### config.mk
export PLATFORM = sky130hd
export DESIGN_NAME = lmcd_top
export DESIGN_NICKNAME = d
export VERILOG_FILES = /design/src/hw/lmcd_pkg.sv /design/src/hw/lmcd_dec_if.sv /design/src/hw/lmcd_top.sv /design/src/hw/lmcd_frame_check.sv
export VERILOG_INCLUDE_DIRS = /design/src /design/src/hw
export SDC_FILE = /design/constraint.sdc
export NUM_CORES = 1
export LEC_CHECK = 0
export BUFFER_PORTS_ARGS = -buffer_cell sky130_fd_sc_hd__buf_2
export CAP_MARGIN = 15
export CORE_MARGIN = 10
export CORE_UTILIZATION = 51
export CTS_CLUSTER_SIZE = 30
export DETAILED_ROUTE_END_ITERATION = 6
export PLACE_DENSITY = 0.94
export SLEW_MARGIN = 20
export SYNTH_ARGS = -nofsm -noshare
export SYNTH_HDL_FRONTEND = slang
export SYNTH_SLANG_ARGS = --single-unit
### constraint.sdc
create_clock -name MCLK -period 4.6 [get_ports MCLK]
set_clock_uncertainty 0.05 [all_clocks]
set_input_delay 0.46 -clock MCLK [delete_from_list [all_inputs] [get_ports MCLK]]
set_output_delay 0.46 -clock MCLK [all_outputs]
set_load 0.03 [all_outputs]
### src/hw/lmcd_consts.svh
/*
 * Offsets, field values, reset values and frame codes of the motion command decoder.
 * Assumes inclusion by bare name from the design modules.
 */
`ifndef LMCD_CONSTS_SVH
`define LMCD_CONSTS_SVH

// ======================================================================
// Register offsets (byte addresses)
`define LMCD_OFS_NODE    8'h00
`define LMCD_OFS_IDS     8'h04
`define LMCD_OFS_STATUS  8'h08
`define LMCD_OFS_TARGET  8'h0C
`define LMCD_OFS_PARAMS  8'h10

// ======================================================================
// Reset values
`define LMCD_NODE_RST    7'h00
`define LMCD_MOVE_ID_RST 6'h00
`define LMCD_T1_ID_RST   6'h00
`define LMCD_TARGET_RST  16'h0000
`define LMCD_PARAMS_RST  16'h0000

// ======================================================================
// Frame codes
`define LMCD_SLEEP_ID    8'h3C
`define LMCD_SLEEP_FIRST 8'h00
`define LMCD_FILL        8'hFF
`define LMCD_CMD_HALT    7'h0F
`define LMCD_CMD_PROBE   7'h1F
`define LMCD_LEN_MOVE    4'h4
`define LMCD_LEN_T1      4'h2
`define LMCD_LEN_SLEEP   4'h8
`define LMCD_SEC_NONE    11'h400

`endif

### src/hw/lmcd_pkg.sv
/*
 * Types of the motion command decoder.
 * Assumes the constants header is on the include path.
 */
`default_nettype none

package lmcd_pkg;
    // ==================================================================
    // Sequencer states
    typedef enum logic [1:0] {
        ST_RUN   = 2'b00,
        ST_HALT  = 2'b01,
        ST_HOLD  = 2'b10,
        ST_SLEEP = 2'b11
    } lmcd_state_t;
endpackage

`default_nettype wire

### src/hw/lmcd_dec_if.sv
/*
 * Carrier between the frame checker and the decoder top.
 * Assumes both ends run on the same clock.
 */
`default_nettype none

interface lmcd_dec_if;
    logic        is_move;
    logic        is_sleep;
    logic        is_halt;
    logic        is_probe;
    logic [15:0] pos;
    logic [15:0] prm;

    modport prod (output is_move, is_sleep, is_halt, is_probe, pos, prm);
    modport cons (input is_move, is_sleep, is_halt, is_probe, pos, prm);
endinterface

`default_nettype wire

### src/hw/lmcd_top.sv
/*
 * Motion command decoder: turns bus frames into position, parameter, halt,
 * sleep and back-EMF routing actions, with an APB register slave.
 * Assumes frames arrive from a data-link layer on MCLK; motion state comes
 * from the position controller; pins and thermal flag are asynchronous.
 */
`default_nettype none
`include "lmcd_consts.svh"

// Function
// - Move-with-params uses a four data byte frame with its assigned identifier
// - Move target is signed 16 bits, high byte first
// - Byte 3 gives max/min velocity, byte 4 stall threshold/acceleration
// - Sleep is identifier 0x3C, first byte 0x00, rest 0xFF
// - Sleep while moving: target from secure position, else gentle halt, then sleep
// - Gentle halt decelerates to minimum velocity and stops
// - After halt stops, target takes actual position
// - Gentle halt ignored during two-stage reference run; a sleep frame while moving without secure position still halts
// - Over-temperature raises a gentle halt internally
// - Halt frame: two bytes, code 0x0F with bit 7, broadcast plus node
// - Broadcast flag zero makes every node act
// - Probe frame code 0x1F routes back-EMF to switch pin
// - Back-EMF routing stays on until power-on reset
// - Switch pin sampling suppressed while back-EMF routing active
// - Identifier top two bits are parity, checked on receive
module lmcd_top
    import lmcd_pkg::*;
(
    // Clock, reset, enable
    input  wire logic        MCLK,
    input  wire logic        RESET,
    input  wire logic        CE,
    // APB slave
    input  wire logic        PSEL,
    input  wire logic        PENABLE,
    input  wire logic        PWRITE,
    input  wire logic [7:0]  PADDR,
    input  wire logic [31:0] PWDATA,
    output logic      [31:0] PRDATA,
    output logic             PREADY,
    output logic             PSLVERR,
    // Received frames
    input  wire logic        FRM_VALID,
    input  wire logic [3:0]  FRM_LEN,
    input  wire logic [7:0]  FRM_ID,
    input  wire logic [63:0] FRM_DATA,
    // Position controller
    input  wire logic [15:0] ACT_POS,
    input  wire logic [10:0] SEC_POS,
    input  wire logic        MOTION_BUSY,
    input  wire logic        REF_RUN_BUSY,
    output logic      [15:0] TARGET_POS,
    output logic      [3:0]  VMAX_IDX,
    output logic      [3:0]  VMIN_IDX,
    output logic      [3:0]  STALL_THR_IDX,
    output logic      [3:0]  ACC_IDX,
    output logic             GENTLE_HALT,
    output logic             SLEEP_REQ,
    // Asynchronous inputs
    input  wire logic        OVER_TEMP,
    input  wire logic        BEMF_IN,
    // Switch input pin
    input  wire logic        SWI_I,
    output logic             SWI_O,
    output logic             SWI_OE,
    output logic             SWI_LEVEL
);
    localparam int NSYNC = 3;

    lmcd_dec_if dec ();

    logic [6:0]        node_ad_r;
    logic [6:0]        node_ad_nxt;
    logic [5:0]        move_id_r;
    logic [5:0]        move_id_nxt;
    logic [5:0]        t1_id_r;
    logic [5:0]        t1_id_nxt;
    logic              pready_r;
    logic              pready_nxt;
    logic              pslverr_r;
    logic              pslverr_nxt;
    logic [31:0]       prdata_r;
    logic [31:0]       prdata_nxt;
    logic              apb_wr;
    logic              addr_ok;

    logic [NSYNC-1:0]  s1_r;
    logic [NSYNC-1:0]  s2_r;
    logic [NSYNC-1:0]  s3_r;
    logic [NSYNC-1:0]  filt_r;
    logic [NSYNC-1:0]  filt_nxt;

    lmcd_state_t       state_r;
    lmcd_state_t       state_nxt;
    logic [15:0]       target_r;
    logic [15:0]       target_nxt;
    logic [15:0]       prm_r;
    logic [15:0]       prm_nxt;
    logic              sleep_pend_r;
    logic              sleep_pend_nxt;
    logic              ot_prev_r;
    logic              bemf_on_r;
    logic              bemf_on_nxt;
    logic              swi_lvl_r;
    logic              swi_lvl_nxt;
    logic              swi_o_r;
    logic              halt_req;
    logic              gentle_halt_r;
    logic              gentle_halt_nxt;
    logic              sleep_req_r;
    logic              sleep_req_nxt;

    // ==================================================================
    // Frame classifier
    lmcd_frame_check u_check (
        .frm_valid (FRM_VALID),
        .frm_len   (FRM_LEN),
        .frm_id    (FRM_ID),
        .frm_data  (FRM_DATA),
        .node_ad   (node_ad_r),
        .move_id   (move_id_r),
        .t1_id     (t1_id_r),
        .dec       (dec)
    );

    // ==================================================================
    // APB slave: one wait state, so every output is a flop
    function automatic logic is_mapped(input logic [7:0] a);
        is_mapped = (a == `LMCD_OFS_NODE) || (a == `LMCD_OFS_IDS)
                 || (a == `LMCD_OFS_STATUS) || (a == `LMCD_OFS_TARGET)
                 || (a == `LMCD_OFS_PARAMS);
    endfunction

    always_comb begin
        addr_ok     = is_mapped(PADDR);
        apb_wr      = PSEL && PENABLE && pready_r && PWRITE && addr_ok;
        pready_nxt  = PSEL && PENABLE && !pready_r;
        pslverr_nxt = pready_nxt && !addr_ok;
        node_ad_nxt = node_ad_r;
        move_id_nxt = move_id_r;
        t1_id_nxt   = t1_id_r;
        prdata_nxt  = 32'h00000000;
        if (apb_wr && (PADDR == `LMCD_OFS_NODE)) begin
            node_ad_nxt = PWDATA[6:0];
        end
        if (apb_wr && (PADDR == `LMCD_OFS_IDS)) begin
            move_id_nxt = PWDATA[5:0];
            t1_id_nxt   = PWDATA[13:8];
        end
        if (pready_nxt && !PWRITE) begin
            unique case (PADDR)
                `LMCD_OFS_NODE:   prdata_nxt = {25'h0000000, node_ad_r};
                `LMCD_OFS_IDS:    prdata_nxt = {18'h00000, t1_id_r, 2'h0, move_id_r};
                `LMCD_OFS_STATUS: prdata_nxt = {26'h0000000, sleep_pend_r, swi_lvl_r,
                                                bemf_on_r, filt_r[0], state_r};
                `LMCD_OFS_TARGET: prdata_nxt = {16'h0000, target_r};
                `LMCD_OFS_PARAMS: prdata_nxt = {16'h0000, prm_r};
                default:          prdata_nxt = 32'h00000000;
            endcase
        end
    end

    always_ff @(posedge MCLK) begin
        if (RESET) begin
            node_ad_r <= `LMCD_NODE_RST;
            move_id_r <= `LMCD_MOVE_ID_RST;
            t1_id_r   <= `LMCD_T1_ID_RST;
            pready_r  <= 1'b0;
            pslverr_r <= 1'b0;
            prdata_r  <= 32'h00000000;
        end else if (CE) begin
            node_ad_r <= node_ad_nxt;
            move_id_r <= move_id_nxt;
            t1_id_r   <= t1_id_nxt;
            pready_r  <= pready_nxt;
            pslverr_r <= pslverr_nxt;
            prdata_r  <= prdata_nxt;
        end
    end

    // ==================================================================
    // Asynchronous inputs: bit 0 thermal, 1 back-EMF, 2 switch pin
    // A change is taken only once the second and third stages agree
    generate
        for (genvar i = 0; i < NSYNC; i++) begin : g_sync
            logic raw;
            assign raw = (i == 0) ? OVER_TEMP : ((i == 1) ? BEMF_IN : SWI_I);
            always_comb begin
                filt_nxt[i] = (s2_r[i] == s3_r[i]) ? s3_r[i] : filt_r[i];
            end
            always_ff @(posedge MCLK) begin
                if (RESET) begin
                    s1_r[i]   <= 1'b0;
                    s2_r[i]   <= 1'b0;
                    s3_r[i]   <= 1'b0;
                    filt_r[i] <= 1'b0;
                end else if (CE) begin
                    s1_r[i]   <= raw;
                    s2_r[i]   <= s1_r[i];
                    s3_r[i]   <= s2_r[i];
                    filt_r[i] <= filt_nxt[i];
                end
            end
        end
    endgenerate

    // ==================================================================
    // Halt, sleep and move sequencer
    always_comb begin
        state_nxt      = state_r;
        target_nxt     = target_r;
        prm_nxt        = prm_r;
        sleep_pend_nxt = sleep_pend_r;
        halt_req       = (dec.is_halt || (filt_r[0] && !ot_prev_r))
                      && MOTION_BUSY && !REF_RUN_BUSY;
        unique case (state_r)
            ST_RUN: begin
                if (dec.is_move) begin
                    target_nxt = dec.pos;
                    prm_nxt    = dec.prm;
                end
                if (dec.is_sleep && !MOTION_BUSY) begin
                    state_nxt = ST_SLEEP;
                end else if (dec.is_sleep && (SEC_POS != `LMCD_SEC_NONE)) begin
                    target_nxt     = {{5{SEC_POS[10]}}, SEC_POS};
                    sleep_pend_nxt = 1'b1;
                end else if (dec.is_sleep) begin
                    sleep_pend_nxt = 1'b1;
                    state_nxt      = ST_HALT;
                end else if (halt_req) begin
                    state_nxt = ST_HALT;
                end else if (sleep_pend_r && !MOTION_BUSY) begin
                    state_nxt = ST_SLEEP;
                end
            end
            ST_HALT: begin
                if (dec.is_sleep) begin
                    sleep_pend_nxt = 1'b1;
                end
                if (!MOTION_BUSY) begin
                    state_nxt = ST_HOLD;
                end
            end
            ST_HOLD: begin
                target_nxt = ACT_POS;
                state_nxt  = (sleep_pend_r || dec.is_sleep) ? ST_SLEEP : ST_RUN;
            end
            ST_SLEEP: begin
                state_nxt = ST_SLEEP;
            end
        endcase
        // Decoded ahead so both level outputs leave straight from flops
        gentle_halt_nxt = (state_nxt == ST_HALT);
        sleep_req_nxt   = (state_nxt == ST_SLEEP);
    end

    always_ff @(posedge MCLK) begin
        if (RESET) begin
            state_r      <= ST_RUN;
            target_r     <= `LMCD_TARGET_RST;
            prm_r        <= `LMCD_PARAMS_RST;
            sleep_pend_r <= 1'b0;
            ot_prev_r    <= 1'b0;
            gentle_halt_r <= 1'b0;
            sleep_req_r  <= 1'b0;
        end else if (CE) begin
            state_r      <= state_nxt;
            target_r     <= target_nxt;
            prm_r        <= prm_nxt;
            sleep_pend_r <= sleep_pend_nxt;
            ot_prev_r    <= filt_r[0];
            gentle_halt_r <= gentle_halt_nxt;
            sleep_req_r  <= sleep_req_nxt;
        end
    end

    // ==================================================================
    // Back-EMF routing and switch sampling
    // Only reset clears the routing; no frame can turn it off
    always_comb begin
        bemf_on_nxt = bemf_on_r || dec.is_probe;
        swi_lvl_nxt = bemf_on_r ? swi_lvl_r : filt_r[2];
    end

    always_ff @(posedge MCLK) begin
        if (RESET) begin
            bemf_on_r <= 1'b0;
            swi_lvl_r <= 1'b0;
            swi_o_r   <= 1'b0;
        end else if (CE) begin
            bemf_on_r <= bemf_on_nxt;
            swi_lvl_r <= swi_lvl_nxt;
            swi_o_r   <= bemf_on_nxt && filt_r[1];
        end
    end

    // ==================================================================
    // Outputs
    assign PRDATA        = prdata_r;
    assign PREADY        = pready_r;
    assign PSLVERR       = pslverr_r;
    assign TARGET_POS    = target_r;
    assign VMAX_IDX      = prm_r[7:4];
    assign VMIN_IDX      = prm_r[3:0];
    assign STALL_THR_IDX = prm_r[15:12];
    assign ACC_IDX       = prm_r[11:8];
    assign GENTLE_HALT   = gentle_halt_r;
    assign SLEEP_REQ     = sleep_req_r;
    assign SWI_O         = swi_o_r;
    assign SWI_OE        = bemf_on_r;
    assign SWI_LEVEL     = swi_lvl_r;
endmodule

`default_nettype wire

### src/hw/lmcd_frame_check.sv
/*
 * Combinational classifier of received frames: identifier parity, frame kind, addressing.
 * Assumes frame fields are stable in the cycle in which the valid strobe is high.
 */
`default_nettype none
`include "lmcd_consts.svh"

module lmcd_frame_check
    import lmcd_pkg::*;
(
    // Frame from the data-link layer
    input wire logic        frm_valid,
    input wire logic [3:0]  frm_len,
    input wire logic [7:0]  frm_id,
    input wire logic [63:0] frm_data,
    // Programmed identity
    input wire logic [6:0]  node_ad,
    input wire logic [5:0]  move_id,
    input wire logic [5:0]  t1_id,
    // Decoded result
    lmcd_dec_if.prod        dec
);
    // ==================================================================
    // Helpers
    function automatic logic par_ok(input logic [7:0] b);
        par_ok = (b[6] == (b[0] ^ b[1] ^ b[2] ^ b[4]))
              && (b[7] == ~(b[1] ^ b[3] ^ b[4] ^ b[5]));
    endfunction

    // Broadcast '0' reaches every node; '1' needs the own node number
    function automatic logic addr_hit(input logic [7:0] b, input logic [6:0] ad);
        addr_hit = !b[7] || (b[6:0] == ad);
    endfunction

    logic       id_ok;
    logic       t1_ok;
    logic       fill_ok;
    logic [7:0] d1;
    logic [7:0] d2;

    // ==================================================================
    // Classification
    always_comb begin
        d1      = frm_data[7:0];
        d2      = frm_data[15:8];
        id_ok   = frm_valid && par_ok(frm_id);
        t1_ok   = id_ok && !frm_id[5] && (frm_id[5:0] == t1_id)
               && (frm_len == `LMCD_LEN_T1) && d1[7] && addr_hit(d2, node_ad);
        fill_ok = (frm_data[63:8] == {7{`LMCD_FILL}});
        dec.is_move  = id_ok && (frm_id[5:0] == move_id)
                    && (frm_len == `LMCD_LEN_MOVE);
        dec.is_sleep = frm_valid && (frm_id == `LMCD_SLEEP_ID)
                    && (frm_len == `LMCD_LEN_SLEEP)
                    && (d1 == `LMCD_SLEEP_FIRST) && fill_ok;
        dec.is_halt  = t1_ok && (d1[6:0] == `LMCD_CMD_HALT);
        dec.is_probe = t1_ok && (d1[6:0] == `LMCD_CMD_PROBE);
        dec.pos      = {d1, d2};
        dec.prm      = frm_data[31:16];
    end
endmodule

`default_nettype wire

# Word-level counts from Yosys, hierarchy flattened
# Index checks and enable logic that the tools add are counted.
# totals
mem_bits_ro,0
ramBits,0
inputBits,155
wordCells,141
latchBits,0
reg_bits,106
mem_count,0
out_inout_bits,71
# op_classes
mul,0
muxes,18
n_shift,0
reduce_logical,61
div,0
order_cmp,0
bitwise,8
eq_ne,26
addsub,0
# ops
cell,count
case mux 16 bit (5 select lines),1
2-to-1 mux 16 bit,4
== test 56 bit (second input constant),1
case mux 16 bit (2 select lines),1
logical AND 1 bit,31
== test 8 x 4 -> 1 bit (second input constant),2
zero test 8 bit,2
2-to-1 mux 2 bit,7
AND reduction 2 bit,7
== test 6 bit,2
!= test 11 bit (second input constant),1
== test 8 x 3 -> 1 bit (second input constant),1
== test 8 x 5 -> 1 bit (second input constant),1
== test 8 x 6 -> 1 bit (second input constant),1
zero test 1 bit,8
logical OR 1 bit,8
case mux 2 bit (4 select lines),1
== test 7 x 4 -> 1 bit (second input constant),1
== test 7 x 5 -> 1 bit (second input constant),1
== test 7 bit,1
== test 2 bit (second input constant),3
AND reduction 3 bit,2
bitwise XOR 1 bit,6
== test 1 bit,5
other kinds (10),15

# Logic depth before layout (Yosys ltp)
# logic_depth
depth_word,22
depth_mapped,12
ltp_nobuf,9

# Hierarchy
# From an unflattened synthesis, not the netlist that was laid out.
# hier_totals
cells_unflattened,621
hier_area_um2,5181.2
# by_module_without_submodules
mod,area_each_um2,cells_per_inst,instances,seq_area_each_um2
lmcd_top,4389.2,518,1,1801.7
lmcd_frame_check,792.0,103,1,0.0

# Worst setup path before layout
# No wires, ideal clock.
# synth_path
kind,input to register
from,in FRM_ID[4]
to,reg prm_r[15]
arrival_ps,2374
slack_ps,2048
path_buffers,4
setup_ps,128
t_required_ps,4422
path_stages,11
path_cell_list,clkbuf_1 -> xnor3_1 -> xnor2_1 -> nand3b_1 -> or2_1 -> buf_6 -> or3_1 -> buf_6 -> buf_6 -> mux2i_1 -> nor2_1
# synth_between
elab_chain_len,9
word_cells_on_any_way,12
cone_classes,eq/ne: 3; bitwise: 4; reduce/logical: 5
# synth_lines
element,line,text
"start, declared",lmcd_top.sv:45,"input wire logic [7:0] FRM_ID,"
bitwise XOR 1 bit (2 in series),lmcd_frame_check.sv:27,&& (b[7] == ~(b[1] ^ b[3] ^ b[4] ^ b[5]));
inverter 1 bit,lmcd_frame_check.sv:27,
== test 1 bit,lmcd_frame_check.sv:27,
logical AND 1 bit,lmcd_frame_check.sv:27,
logical AND 1 bit,lmcd_frame_check.sv:46,id_ok = frm_valid && par_ok(frm_id);
logical AND 1 bit (*) (2 in series),lmcd_frame_check.sv:50,dec.is_move = id_ok && (frm_id[5:0] == move_id)
AND reduction 3 bit (no source line) (*),-,
"end signal, assigned",lmcd_top.sv:261,prm_r <= `LMCD_PARAMS_RST;
"end signal, assigned",lmcd_top.sv:269,prm_r <= prm_nxt;
"end, declared",lmcd_top.sv:97,logic [15:0] prm_r;
# Mark *: on every way between the ends. The rest lies on a longest branch, timed or not.
# A chain may end at the register's enable or synchronous reset.

# Worst setup path after layout
# layout_path
from,in FRM_ID[1]
to,reg prm_r[2]
# layout_between
elab_chain_len,10
word_cells_on_any_way,15
cone_classes,eq/ne: 3; bitwise: 7; reduce/logical: 5
# layout_lines
element,line
bitwise XOR 1 bit (3 in series),lmcd_frame_check.sv:27
inverter 1 bit,lmcd_frame_check.sv:27
== test 1 bit,lmcd_frame_check.sv:27
logical AND 1 bit,lmcd_frame_check.sv:27
logical AND 1 bit,lmcd_frame_check.sv:46
logical AND 1 bit (*) (2 in series),lmcd_frame_check.sv:50
AND reduction 3 bit (no source line) (*),-
# Marks and branches as above.

==> metrics.md <==
| Metric | Value |
|---|---|
| Status | `complete, no violations` |
| Count leader, synth | `dfxtp_1` |
| RSZ-0062 raised after global routing | `false` |
| CTS root buffer | `clkbuf_8` |
| Clk pin slew, worst setup/hold paths | `roughly 0.10 ns` |
| Leak | `0.002767 µW` |
| Crit path capture type | `register` |
| Sum Neg Setup Slack | `0 ns` |
| Element type at the critical path start | `input pin` |
| Initial Utilization | `about half` |
| Clock Tree Buf Depth | `2` |
| Tot GR Track Use | `a little over a quarter` |
| CTS Buf Count | `9` |
| Seq/Total Area, Yosys | `between 30% and 40%` |
| Clk sink count | `90` |
| CTS hold repair buffers | `0` |
| Worst vdd ir | `approximately 0.00021 V` |
| Routed WL | `roughly 20000 µm` |
| Gp weighted congestion | `between 1 and 1.5` |
| Achievable frequency | `326.4 MHz` |
| Switching Fraction | `between 20 and 30%` |
| CTS tree | `built` |
| Die Y | `around 120 µm` |
| PD cells | `270.4 nW/µm²` |
| Top Family by Delay on Critical Path | `simple AND/OR/NAND/NOR gates` |
| Comb pwr share | `around 15%` |
| Worst-Margin Slew | `between 0.9 and 1 ns` |
| Top post-synthesis cells by area | `dfxtp_1, mux2i_1, a21oi_1` |
| CTS resizes | `0` |
| Synth warnings | `0` |
| CP arrival | `around 3.3 ns` |
| Synth top area share | `between 30% and 40%` |
| Share of post-route cells with drive strength above 1 | `~28%` |
| Post-synth EDFFs | `0` |
| Post CTS Setup Buffer Count | `0` |
| Vias in the first global route | `roughly 5500` |
| Insertion delay to the later sink of the worst-skew pair | `about 0.37 ns` |
| Standard-cell row count | `36` |
| Post-layout util | `between 60% and 70%` |
| First-pass GRT wire length | `around 31000 µm` |
| Slowest stage delay, CP | `roughly 0.74 ns` |
| Initial antenna violation count | `5` |
| Worst Path Buf+Inv | `3` |
| Number of hold violations in the final report | `0` |
| Initial drt markers | `between 800 and 900` |
| Die area | `between 10000 and 15000 µm²` |
| CP required | `between 4 and 5 ns` |
| Setup violators final | `0` |
| Largest net degree at the start of global routing | `between 40 and 50` |
| DRC Markers | `0` |
| HPWL Detailed | `around 16000 µm` |
| Synth Register Bits | `90` |
| Overflow after GRT | `0` |
| CP max stage cell | `xnor2_1` |
| Period minus WS final | `3.064 ns` |
| Core Area | `around 9700 µm²` |
| Nets@finish | `930` |
| Synth cell count leaders | `dfxtp_1, nor2_1, nand2_1` |
| Post-synth top area cell | `dfxtp_1` |
| Mapped Cells | `609` |
| Cell Chain, Critical Path | `buf_2 -> inv_1 -> ha_1 -> xor2_1 -> xnor2_1 -> nand3b_1 -> or2_1 -> or3_1 -> buf_4 -> mux2i_1 -> nor2_1` |
| Vias/cell | `slightly above 6` |
| Top-Level Pins | `226` |
| TritonRoute pass-1 iters | `5` |
| Critical Setup Path Class | `in2reg` |
| Slew margin rel. | `between 30% and 40%` |
| Pint | `between 1000 and 1500 µW` |
| Net Sw Power | `about 480 µW` |
| Pre-CTS WS | `roughly 1.2 ns` |
| Clock share of power | `37.6%` |
| Vias | `~5700` |
| DRT antenna net count | `0` |
| Syn avg cell area | `8.265 µm²` |
| Die width | `about 120 µm` |
| Area Overhead vs Synth | `22.79%` |
| Synthesized cell area | `between 5000 and 6000 µm²` |
| Ys flop type | `dfxtp_1` |
| H-tree levels | `3` |
| Max Cap Viol | `0` |
| Crit share post-route | `66.60%` |
| Final setup margin | `~1.5 ns` |
| Hold/Removal Path Class | `in2reg` |
| Asr flop ratio synth | `0%` |
| Sequential share of power | `47.7%` |
| Power, Total | `approximately 1700 µW` |
| Avg WL per Cell | `22.07 µm` |
| Max Slew Vio Count | `0` |
| Worst Path Max Fanout | `16` |
| Library cells used by synthesis | `53` |
| Port Buffers | `190` |
area by class of cell:
type / instances / area [µm²]
Tap cell: 133 / 166.4
Antenna cell: 2 / 5.005
Fill cell: 830 / 3503
Inverter: 6 / 22.52
Clock buffer: 10 / 127.6
Timing Repair Buffer: 195 / 988.4
Multi-Input combinational cell: 472 / 2973
Sequential cell: 90 / 1802
Clock inverter: 6 / 96.34
cells in the final DEF, fill, tap and decap left out, types with 4 or more instances in the layout:
cell | synthesis | layout
inv_1 | 5 | 5
and2_1 | 11 | 11
o22ai_1 | 12 | 12
nand3_1 | 14 | 14
xor2_1 | 11 | 11
o221ai_1 | 11 | 11
nor4_1 | 10 | 10
nor2_1 | 57 | 56
mux2_1 | 6 | 6
a211oi_1 | 12 | 12
buf_2 | 2 | 190
xnor2_1 | 12 | 12
o21ai_1 | 26 | 26
nor3_1 | 22 | 22
nand4b_1 | 4 | 4
buf_4 | 16 | 5
nand4_1 | 30 | 30
a21oi_1 | 44 | 44
nand3b_1 | 4 | 4
mux2i_1 | 39 | 39
or3_1 | 4 | 4
a22oi_1 | 10 | 10
clkbuf_8 | 0 | 9
nand2_1 | 56 | 56
and3_1 | 19 | 19
o21ai_0 | 5 | 5
a21o_1 | 4 | 4
conb_1 | 1 | 16
dfxtp_1 | 90 | 90
mux4_2 | 6 | 6
flip-flops by register name, summed over array words and instances, names as in the netlist, 3 cells and up:
register / cells
node_ad_r: 7
s2_r: 3
PRDATA: 16
s1_r: 3
prm_r: 16
move_id_r: 6
filt_r: 3
t1_id_r: 6
TARGET_POS: 16
s3_r: 3
final timing paths:
| kind | cells after the start | endpoint | start | slack (ns) |
|---|---|---|---|---|
| setup reg to reg | 8 | prm_r[2] | move_id_r[1] | 1.88 |
| hold reg to reg | 2 | PRDATA[5] | PRDATA[5] | 0.40 |
| hold / removal | 3 | s1_r[0] | OVER_TEMP | 0.27 |
| setup / recovery | 11 | prm_r[2] | FRM_ID[1] | 1.54 |
power by group through the flow:
stage	Clock (µW)	Combinational, µW	Sequential (µW)
2_1_floorplan	0	132	818
3_3_place_gp	0	234	814
3_5_place_dp	0	237	814
4_1_cts	629	239	796
5_1_grt	661	263	797
6_report	628	247	796
worst reg2reg max path: cells and delay by family, from the launching register on:
family                    cells  cell delay (ns)
and+or+nand+nor               5             1.57
muxes                         1             0.20
buffers and inverters         1             0.24
xor gates and xnor gates      1             0.17
DFF                           1             0.35
layer usage:
| metal | up-vias | routed length (µm) | global-route usage (%) |
|---|---|---|---|
| met2 | 435 | 9523 | 44.81 |
| li1 | 2545 | - | - |
| met5 | - | 27 | 0 |
| met4 | 4 | 904 | 11.54 |
| met1 | 2628 | 7206 | 29.76 |
| met3 | 71 | 2506 | 9.636 |
logic make-up (layout without fill, tap and decap cells):
| kind of cell | count (synthesis) | in the layout | share of synthesized area [%] |
|---|---|---|---|
| buffers and inverters | 62 | 217 | 6.314 |
| xor gates and xnor gates | 24 | 24 | 4.449 |
| and+or+nand+nor | 247 | 247 | 25.11 |
| DFF | 90 | 90 | 35.79 |
| adders and majority gates | 1 | 1 | 0.2485 |
| AOI/OAI and AO/OA | 132 | 132 | 16.01 |
| muxes | 52 | 52 | 12.01 |
| other | 1 | 18 | 0.07450 |
metrics by stage:
step                cell area (µm²)  std cells  hold slack, ns
detailed placement             5949        896          0.3896
global route                   6178        913          0.2666
CTS                            6173        912          0.2591
global placement               5949        896          0.3831
floorplan                      5090        624          0.3857
finish                         6181        914          0.2746
Note: power is estimated with default switching activity, not from simulation.
